File: config.mk
export PLATFORM = sky130hd
export DESIGN_NAME = iws_irq_wake
export DESIGN_NICKNAME = d
export VERILOG_FILES = /design/src/hw/iws_pkg.sv /design/src/hw/iws_irq_wake.sv /design/src/hw/iws_noise_filter.sv
export VERILOG_INCLUDE_DIRS = /design/src /design/src/hw
export SDC_FILE = /design/constraint.sdc
export NUM_CORES = 1
export LEC_CHECK = 0
export BUFFER_PORTS_ARGS = -buffer_cell sky130_fd_sc_hd__buf_2
export CELL_PAD_IN_SITES_DETAIL_PLACEMENT = 1
export CELL_PAD_IN_SITES_GLOBAL_PLACEMENT = 1
export CORE_MARGIN = 1
export CORE_UTILIZATION = 42
export CTS_CLUSTER_DIAMETER = 120
export DETAILED_ROUTE_END_ITERATION = 10
export GPL_TIMING_DRIVEN = 0
export HOLD_SLACK_MARGIN = 0.03
export PLACE_DENSITY = 0.95
export SYNTH_ARGS = -nofsm -noshare
export SYNTH_HDL_FRONTEND = slang
export SYNTH_SLANG_ARGS = --single-unit
File: constraint.sdc
create_clock -name clk_in -period 5.2 [get_ports clk_in]
set_clock_uncertainty 0.15 [all_clocks]
set_input_delay 1.04 -clock clk_in [delete_from_list [all_inputs] [get_ports clk_in]]
set_output_delay 1.04 -clock clk_in [all_outputs]
set_load 0.005 [all_outputs]
File: src/hw/iws_regs.svh
`ifndef IWS_REGS_SVH
`define IWS_REGS_SVH

// interrupt source count and bit positions
`define IWS_NSRC 5
`define IWS_SRC_TIMER 0
`define IWS_SRC_PORT 1
`define IWS_SRC_EXT0 2
`define IWS_SRC_EXT1 3
`define IWS_SRC_CMP 4

// fixed interrupt vector
`define IWS_VEC_W 10
`define IWS_VECTOR 10'h008

// change-sensing port width
`define IWS_PORT_W 8

// noise filter: pulses shorter than this many clocks are dropped
`define IWS_FILT_CLKS 8
`define IWS_FILT_CNT_W 3
`define IWS_FILT_LAST 3'h7

// synchroniser idle levels
`define IWS_SYNC_W 14
`define IWS_SYNC_RST 14'h1c00

// reset values of the cause bits and masks
`define IWS_TIMEOUT_RST 1'h1
`define IWS_PDOWN_RST 1'h1
`define IWS_MASK_RST 5'h00

// shared pin select codes
`define IWS_CMP_SEL_OUT 2'h2
`define IWS_CMP_SEL_OPAMP 2'h3

`endif

File: src/hw/iws_pkg.sv
package iws_pkg;

	typedef enum logic [1:0] {
		IWS_RUN = 2'b00,
		IWS_SLEEP = 2'b01,
		IWS_SERVICE = 2'b10
	} iws_state_t;

	typedef enum logic [1:0] {
		IWS_PIN_GPIO = 2'b00,
		IWS_PIN_CMP = 2'b01,
		IWS_PIN_EXT = 2'b10
	} iws_pin_func_t;

endpackage

File: src/hw/iws_irq_wake.sv
// What this block does
// reset on power-on, pin low, enabled watchdog
// pin reset while running keeps cause bits
// pin wake from sleep: timeout 1, power-down 0
// low-voltage: running keeps, sleeping gives 1/0
// watchdog while running: timeout 0, power-down kept
// watchdog wake from sleep clears both bits
// pin-change wake sets timeout, clears power-down
// power-on, watchdog-clear, sleep, timeout update bits
// five sources: timer, port, two externals, comparator
// software reads port before enabling change
// port wake only if enabled before sleep
// wake continues, or vectors if global enabled
// external inputs filtered under eight clocks
// flag bits per request, separate mask bits
// enable/disable instructions drive global enable
// enabled interrupt fetches from fixed vector
// masked-on flags set regardless of global enable
// flag read returns flags AND masks
// return instruction ends routine, re-enables global
// entry saves accumulator, R1, R3, R4 bits
// service routine clears its flag first
// shared pin: interrupt, then comparator, then gpio
// comparator flag on every change, software clears
// one shared vector, no hardware priority
`timescale 1ns/1ps
`include "iws_regs.svh"

module iws_irq_wake
(
	// clock and reset
	input wire logic clk_in,
	input wire logic rst_n_in,
	// reset sources, pins
	input wire logic power_on_in,
	input wire logic reset_pin_n_in,
	input wire logic low_voltage_reset_in,
	// watchdog, same clock
	input wire logic wdt_timeout_in,
	input wire logic wdt_enable_in,
	// instruction strobes from the sequencer
	input wire logic watchdog_clear_instr_in,
	input wire logic sleep_instr_in,
	input wire logic global_irq_on_instr_in,
	input wire logic global_irq_off_instr_in,
	input wire logic irq_return_instr_in,
	// context to save on entry
	input wire logic [7:0] acc_in,
	input wire logic [1:0] r1_in,
	input wire logic [2:0] r3_in,
	input wire logic [7:0] r4_in,
	// interrupt sources
	input wire logic timer_counter_ovf_in,
	input wire logic [`IWS_PORT_W-1:0] port_pins_in,
	input wire logic ext_irq_zero_in,
	input wire logic ext_irq_one_in,
	input wire logic comparator_result_bit_in,
	// software access
	input wire logic port_rd_in,
	input wire logic flag_wr_in,
	input wire logic [`IWS_NSRC-1:0] flag_wr_data_in,
	input wire logic mask_wr_in,
	input wire logic [`IWS_NSRC-1:0] mask_wr_data_in,
	// configuration
	input wire logic noise_filter_en_in,
	input wire logic ext_irq_one_select_in,
	input wire logic [1:0] comparator_pin_select_in,
	input wire logic gpio_out_val_in,
	input wire logic gpio_oe_in,
	// reset and status
	output logic reset_req_out,
	output logic timeout_bit_out,
	output logic power_down_bit_out,
	output logic sleeping_out,
	output logic wake_out,
	// interrupt entry and return
	output logic global_irq_en_out,
	output logic irq_take_out,
	output logic [`IWS_VEC_W-1:0] vector_out,
	output logic restore_valid_out,
	output logic [7:0] acc_out,
	output logic [1:0] r1_out,
	output logic [2:0] r3_out,
	output logic [7:0] r4_out,
	// flag and mask readback
	output logic [`IWS_NSRC-1:0] flag_rd_out,
	output logic [`IWS_NSRC-1:0] mask_out,
	// shared pin
	output logic shared_gpio_pin_out,
	output logic shared_gpio_pin_oe_out,
	output logic [1:0] pin_func_out
);

	function automatic logic fell(input logic prev, input logic cur);
		fell = prev & ~cur;
	endfunction

	// two-stage synchroniser for every pin input
	logic [`IWS_SYNC_W-1:0] sync1_r;
	logic [`IWS_SYNC_W-1:0] sync2_r;
	logic [`IWS_SYNC_W-1:0] sync_raw;

	assign sync_raw = {power_on_in, reset_pin_n_in, ext_irq_zero_in, ext_irq_one_in,
		low_voltage_reset_in, comparator_result_bit_in, port_pins_in};

	always_ff @(posedge clk_in)
	begin
		if (!rst_n_in)
		begin
			sync1_r <= `IWS_SYNC_RST;
			sync2_r <= `IWS_SYNC_RST;
		end
		else
		begin
			sync1_r <= sync_raw;
			sync2_r <= sync1_r;
		end
	end

	logic por_s;
	logic rst_pin_n_s;
	logic ext0_s;
	logic ext1_s;
	logic lvr_s;
	logic cmp_s;
	logic [`IWS_PORT_W-1:0] port_s;

	assign {por_s, rst_pin_n_s, ext0_s, ext1_s, lvr_s, cmp_s, port_s} = sync2_r;

	// external noise filters
	logic ext0_f;
	logic ext1_f;

	iws_noise_filter u_filt_zero
	(
		.clk_in(clk_in),
		.rst_n_in(rst_n_in),
		.enable_in(noise_filter_en_in),
		.level_in(ext0_s),
		.level_out(ext0_f)
	);

	iws_noise_filter u_filt_one
	(
		.clk_in(clk_in),
		.rst_n_in(rst_n_in),
		.enable_in(noise_filter_en_in),
		.level_in(ext1_s),
		.level_out(ext1_f)
	);

	// state
	iws_pkg::iws_state_t state_r;
	iws_pkg::iws_state_t state_nxt;
	logic ext0_prev_r;
	logic ext1_prev_r;
	logic cmp_prev_r;
	logic [`IWS_PORT_W-1:0] port_ref_r;
	logic [`IWS_NSRC-1:0] flags_r;
	logic [`IWS_NSRC-1:0] flags_nxt;
	logic [`IWS_NSRC-1:0] mask_r;
	logic [`IWS_NSRC-1:0] sleep_mask_r;
	logic gie_r;
	logic gie_nxt;
	logic timeout_r;
	logic timeout_nxt;
	logic pdown_r;
	logic pdown_nxt;

	// event detection for the five sources
	logic [`IWS_NSRC-1:0] events;
	logic port_changed;

	assign port_changed = port_s != port_ref_r;
	assign events[`IWS_SRC_TIMER] = timer_counter_ovf_in;
	// reference latched by the software port read
	assign events[`IWS_SRC_PORT] = port_changed;
	assign events[`IWS_SRC_EXT0] = fell(ext0_prev_r, ext0_f);
	// external pin only when selected as interrupt
	assign events[`IWS_SRC_EXT1] = ext_irq_one_select_in & fell(ext1_prev_r, ext1_f);
	// every comparator change
	assign events[`IWS_SRC_CMP] = cmp_prev_r != cmp_s;

	// reset causes
	logic pin_rst;
	logic wdt_rst;
	logic any_rst;
	logic asleep;

	assign pin_rst = ~rst_pin_n_s;
	assign wdt_rst = wdt_timeout_in & wdt_enable_in;
	assign any_rst = por_s | pin_rst | lvr_s | wdt_rst;
	assign asleep = state_r == iws_pkg::IWS_SLEEP;

	// flags set on event whatever the global enable; set wins
	logic [`IWS_NSRC-1:0] flag_keep;

	assign flag_keep = flag_wr_in ? (flags_r & flag_wr_data_in) : flags_r;
	assign flags_nxt = flag_keep | events;

	// wake only from sources enabled when sleep began
	logic wake_req;
	logic pending;
	logic take;
	logic do_return;

	assign wake_req = asleep & ~any_rst & (|(flags_r & sleep_mask_r));
	// one vector, sources OR-ed with no priority
	assign pending = |(flags_r & mask_r);
	assign take = ~any_rst & gie_r & pending &
		((state_r == iws_pkg::IWS_RUN) | wake_req);
	assign do_return = irq_return_instr_in & (state_r == iws_pkg::IWS_SERVICE);

	always_comb
	begin
		state_nxt = state_r;
		unique case (state_r)
			iws_pkg::IWS_RUN:
				if (take)
					state_nxt = iws_pkg::IWS_SERVICE;
				else if (sleep_instr_in)
					state_nxt = iws_pkg::IWS_SLEEP;
			// vector if global enable, else next instruction
			iws_pkg::IWS_SLEEP:
				if (take)
					state_nxt = iws_pkg::IWS_SERVICE;
				else if (wake_req)
					state_nxt = iws_pkg::IWS_RUN;
			iws_pkg::IWS_SERVICE:
				if (do_return)
					state_nxt = iws_pkg::IWS_RUN;
			default:
				state_nxt = iws_pkg::IWS_RUN;
		endcase
		if (any_rst)
			state_nxt = iws_pkg::IWS_RUN;
	end

	// global enable, clear beats set
	assign gie_nxt = (gie_r | global_irq_on_instr_in | irq_return_instr_in) &
		~(global_irq_off_instr_in | take | any_rst);

	// reset-cause bits, later lines win
	always_comb
	begin
		timeout_nxt = timeout_r;
		pdown_nxt = pdown_r;
		// instruction effects
		if (watchdog_clear_instr_in)
			{timeout_nxt, pdown_nxt} = {1'h1, 1'h1};
		else if (sleep_instr_in & (state_r == iws_pkg::IWS_RUN) & ~take)
			{timeout_nxt, pdown_nxt} = {1'h1, 1'h0};
		// wake on a source change
		if (wake_req)
			{timeout_nxt, pdown_nxt} = {1'h1, 1'h0};
		// pin and low-voltage resets
		if ((pin_rst | lvr_s) & asleep)
			{timeout_nxt, pdown_nxt} = {1'h1, 1'h0};
		// watchdog clears timeout; power-down cleared from sleep
		if (wdt_rst)
			{timeout_nxt, pdown_nxt} = {1'h0, pdown_nxt & ~asleep};
		// power-on sets both
		if (por_s)
			{timeout_nxt, pdown_nxt} = {`IWS_TIMEOUT_RST, `IWS_PDOWN_RST};
	end

	// shared pin function select
	iws_pkg::iws_pin_func_t pin_func;
	logic cmp_drives;

	assign cmp_drives = (comparator_pin_select_in == `IWS_CMP_SEL_OUT) |
		(comparator_pin_select_in == `IWS_CMP_SEL_OPAMP);
	// interrupt first, comparator next, gpio last
	assign pin_func = ext_irq_one_select_in ? iws_pkg::IWS_PIN_EXT :
		cmp_drives ? iws_pkg::IWS_PIN_CMP : iws_pkg::IWS_PIN_GPIO;

	// one-level context stack: acc, r1, r3, r4
	logic [20:0] stk_r;

	always_ff @(posedge clk_in)
	begin
		if (!rst_n_in)
		begin
			state_r <= iws_pkg::IWS_RUN;
			flags_r <= '0;
			mask_r <= `IWS_MASK_RST;
			sleep_mask_r <= `IWS_MASK_RST;
			gie_r <= 1'h0;
			timeout_r <= `IWS_TIMEOUT_RST;
			pdown_r <= `IWS_PDOWN_RST;
			ext0_prev_r <= 1'h1;
			ext1_prev_r <= 1'h1;
			cmp_prev_r <= 1'h0;
			port_ref_r <= '0;
			stk_r <= '0;
		end
		else
		begin
			state_r <= state_nxt;
			flags_r <= flags_nxt;
			gie_r <= gie_nxt;
			timeout_r <= timeout_nxt;
			pdown_r <= pdown_nxt;
			ext0_prev_r <= ext0_f;
			ext1_prev_r <= ext1_f;
			cmp_prev_r <= cmp_s;
			if (mask_wr_in)
				mask_r <= mask_wr_data_in;
			// mask captured at the sleep instruction
			if (sleep_instr_in)
				sleep_mask_r <= mask_wr_in ? mask_wr_data_in : mask_r;
			// reading the port refreshes the reference
			if (port_rd_in)
				port_ref_r <= port_s;
			// push on entry
			if (take)
				stk_r <= {acc_in, r1_in, r3_in, r4_in};
		end
	end

	// registered outputs
	always_ff @(posedge clk_in)
	begin
		if (!rst_n_in)
		begin
			reset_req_out <= 1'h0;
			wake_out <= 1'h0;
			sleeping_out <= 1'h0;
			irq_take_out <= 1'h0;
			vector_out <= '0;
			restore_valid_out <= 1'h0;
			{acc_out, r1_out, r3_out, r4_out} <= '0;
			flag_rd_out <= '0;
			shared_gpio_pin_out <= 1'h0;
			shared_gpio_pin_oe_out <= 1'h0;
			pin_func_out <= iws_pkg::IWS_PIN_GPIO;
		end
		else
		begin
			// reset request to the core
			reset_req_out <= any_rst;
			// wake pulse only when not vectoring
			wake_out <= wake_req & ~take;
			sleeping_out <= state_nxt == iws_pkg::IWS_SLEEP;
			// fetch from the fixed vector
			irq_take_out <= take;
			vector_out <= `IWS_VECTOR;
			// pop on return
			restore_valid_out <= do_return;
			if (do_return)
				{acc_out, r1_out, r3_out, r4_out} <= stk_r;
			// read returns flags AND masks
			flag_rd_out <= flags_nxt & (mask_wr_in ? mask_wr_data_in : mask_r);
			shared_gpio_pin_out <= (pin_func == iws_pkg::IWS_PIN_CMP) ? cmp_s : gpio_out_val_in;
			shared_gpio_pin_oe_out <= (pin_func == iws_pkg::IWS_PIN_CMP) |
				((pin_func == iws_pkg::IWS_PIN_GPIO) & gpio_oe_in);
			pin_func_out <= pin_func;
		end
	end

	assign timeout_bit_out = timeout_r;
	assign power_down_bit_out = pdown_r;
	assign global_irq_en_out = gie_r;
	assign mask_out = mask_r;

endmodule // iws_irq_wake

File: src/hw/iws_noise_filter.sv
`timescale 1ns/1ps
`include "iws_regs.svh"

module iws_noise_filter
(
	// clock and reset
	input wire logic clk_in,
	input wire logic rst_n_in,
	// control
	input wire logic enable_in,
	input wire logic level_in,
	// filtered level
	output logic level_out
);

	logic [`IWS_FILT_CNT_W-1:0] cnt_r;
	logic level_r;
	logic differs;
	logic settled;

	assign differs = level_in != level_r;
	assign settled = cnt_r == `IWS_FILT_LAST;
	assign level_out = level_r;

	// when enabled, new level accepted only after eight stable clocks; when disabled, taken at once
	always_ff @(posedge clk_in)
	begin
		if (!rst_n_in)
		begin
			cnt_r <= '0;
			level_r <= 1'h1;
		end
		else if (!enable_in)
		begin
			cnt_r <= '0;
			level_r <= level_in;
		end
		else if (!differs)
			cnt_r <= '0;
		else if (settled)
		begin
			cnt_r <= '0;
			level_r <= level_in;
		end
		else
			cnt_r <= cnt_r + 3'h1;
	end

endmodule // iws_noise_filter

==> out/metrics.yaml <==
synth_mux_area_share_pct: 8.371
reg2reg_depth: 5
ant_nets: 0
max_slew_margin_pct: 53.79
r2r_slack_ns: 2.81
place_area_um2: 5145
drcViolationCount: 0
setup_slack_ns: 2.552
stdcell_area_um2: 5727
ys_seq_area_share_pct: 56.11
wl_met3_um: 526
clockBufferDepth: 2
routed-wl-met2_mm: 6.538
start_util_pct: 43.05
cts_hold_buf: 0
vias_per_cell: 4.917
dr_total_vias: 3604
cts_inserted_buffers: 17
first_iter_violations: 146
routed.top_layer: "met4"
finalMaxSlewViolations: 0
status: "completed"
synth_top_flop_cell: "dfxtp_1"
maxCapViolations: 0
cp_data_arrival_time_ns: 2.93
cts-root-buf: "clkbuf_8"
min_period_ns: 2.648
r2r-end: "stk_r[3]$_SDFFE_PN0P_"
core_area_um2: 10280
ys_ff_latch: 124
path_clk_slew_ns: 0.06
dieHeight_um: 104.6
ys_types: 41
grt_use_total_pct: 24.10
wl_met1_mm: 5.068
dp_hpwl_mm: 8.405
crit_path_max_incr_delay_ns: 0.62
syn2layout_area_growth_pct: 29.44
drt_wl_total_mm: 12.38
synth_fa_ha_area_share_pct: 1.131
syn-cell-area_um2: 4424
cp-start-kind: "input port"
netlist_top_cells_count: "124 x dfxtp_1, 90 x nand2_1, 37 x mux2i_1"
num-nets-final: 653
wire_per_inst_um: 16.89
endpoint_kind: "register"
syn_inst: 454
firstDrtPassIters: 4
grt.overflow.total: 0
synth_top_area_share_pct: 56.11
reg2reg_from: "global_irq_en_out$_SDFF_PN0_"
synth_most_common_cell: "dfxtp_1"
synth_top_family_by_area: "simple AND/OR/NAND/NOR gates"
final_hold_viol_count: 0
leakagePower_uw: 0.002527
worst_slew_pin_slew_ns: 0.6932
io_buffers: 104
htree_levels: 4
grt_pass1_vias: 3939
synthTopCellsByArea: "dfxtp_1 56%, mux2i_1 8.4%, nand2_1 7.6%"
synthArstFlopShare_pct: 0
grt_max_degree: 17
path_delay_family: "simple AND/OR/NAND/NOR gates"
place_congestion: 0.8887
synth_xor_area_share_pct: 2.178
cts_tree: "built"
yosysWarnings: 0
rows: 37
critPathSlowestCell: "a2111oi_4"
syn_area_per_cell_um2: 9.745
cts_resized: 0
clock-sinks: 124
grt_pass1_wl_mm: 20.08
max_freq_mhz: 377.7
diodes: 0
setup_tns_ns: 0
min_path_cells: 1
die_w_um: 104.6
setup_violations: 0
insertion_delay_ns: 0.52
cts_setup_buffers: 0
synth_simple_gate_area_share_pct: 20.22
pre_cts_ws_ns: 2.054
die_area_um2: 10950
critical_path_required_ns: 5.48
crit_type: "in2reg"
crit_chain: "buf_2, and2_4, or4_4, a2111oi_4, buf_6, mux2i_1"
io_pins: 117
hold_end: "sync2_r[11]$_SDFF_PN1_"
vdd_drop_max_mv: 0.1796
synth_compound_area_share_pct: 7.749
synth_area_leader_cell: "dfxtp_1"
rsz0062_at_grt: "no"
synth-edff-count: 0
antenna_found_initial: 0
final_layout_size_suffix_gt1_share_pct: 24.96
min_period_over_period_pct: 50.92
cp_max_fo: 10
hold_path.class: "reg2reg"
powerDensity_nw_per_um2: 398.9
hp-start: "sync1_r[11]$_SDFF_PN1_"
crit_buf_inv: 2
## logic make-up after synthesis
kind of cell | Yosys count
buffers and inverters | 36
adders and majority gates | 4
DFF | 124
and+or+nand+nor | 188
muxes | 37
other | 1
xor gates and xnor gates | 11
AOI/OAI and AO/OA | 53
## state kept, by name, indices dropped and copies added, names as in the netlist, 2 cells and up
| name | flops |
|---|---|
| flags_r | 5 |
| u_filt_zero.cnt_r | 3 |
| acc_out | 8 |
| sync1_r | 14 |
| stk_r | 21 |
| mask_out | 5 |
| u_filt_one.cnt_r | 3 |
| flag_rd_out | 5 |
| sync2_r | 14 |
| sleep_mask_r | 5 |
| port_ref_r | 8 |
| r4_out | 8 |
| pin_func_out | 2 |
| state_r | 2 |
| r3_out | 3 |
| r1_out | 2 |
## per-stage QoR
stage	hold WS [ns]	util [%]	power, uW	std cells
finish	0.2622	55.72	2284	733
CTS	0.2643	55.72	2301	733
floorplan	0.2363	-	1083	462
global route	0.2888	55.72	2361	733
detailed placement	0.2505	50.06	1142	702
global placement	0.2399	50.06	1134	702
## power by group
part           internal (uW)  switching, uW
Sequential               979           16.4
Clock                    761            397
Combinational           58.6           72.7
## layout by cell type, fill, tap and decap left out, drive strengths merged, types with 3 or more instances in the layout
master and count:
a211oi 5, a21oi 26, a31oi 4, and2 33, buf 116, bufinv 3
clkbuf 43, clkinv 6, conb 9, dfxtp 124, ha 4, inv 3
mux2i 37, nand2 90, nand2b 14, nor2 26, nor2b 8, nor3 6
nor3b 4, o21ai 7, xnor2 3, xor2 8
## area by class of cell
class	instances	area, um2
Buffer	32	168.9
Timing Repair Buffer	104	520.5
Fill cell	1219	4551
Sequential cell	124	2482
Multi-Input combinational cell	302	1788
Inverter	4	15.01
Tap cell	136	170.2
Clock buffer	23	466.7
Clock inverter	8	115.1
## layer usage
layer / up-vias / GRT usage [%]
met2: 99 / 43.09
li1: 1739 / -
met5: - / 0
met3: 21 / 5.614
met4: 0 / 11.27
met1: 1745 / 26.97
## worst max-delay path by stage
stage | endpoint | from | cells past startpoint | slack (ns)
finish | stk_r[3]$_SDFFE_PN0P_ | wdt_timeout_in | 6 | 2.55
global route | stk_r[3]$_SDFFE_PN0P_ | wdt_timeout_in | 6 | 2.46
CTS | stk_r[3]$_SDFFE_PN0P_ | wdt_timeout_in | 6 | 2.58
detailed placement | stk_r[6]$_SDFFE_PN0P_ | wdt_timeout_in | 6 | 2.05
global placement | stk_r[7]$_SDFFE_PN0P_ | wdt_timeout_in | 6 | 2.14
floorplan | stk_r[10]$_SDFFE_PN0P_ | wdt_timeout_in | 5 | 2.45
No activity file was read; power rests on OpenSTA's default activity.
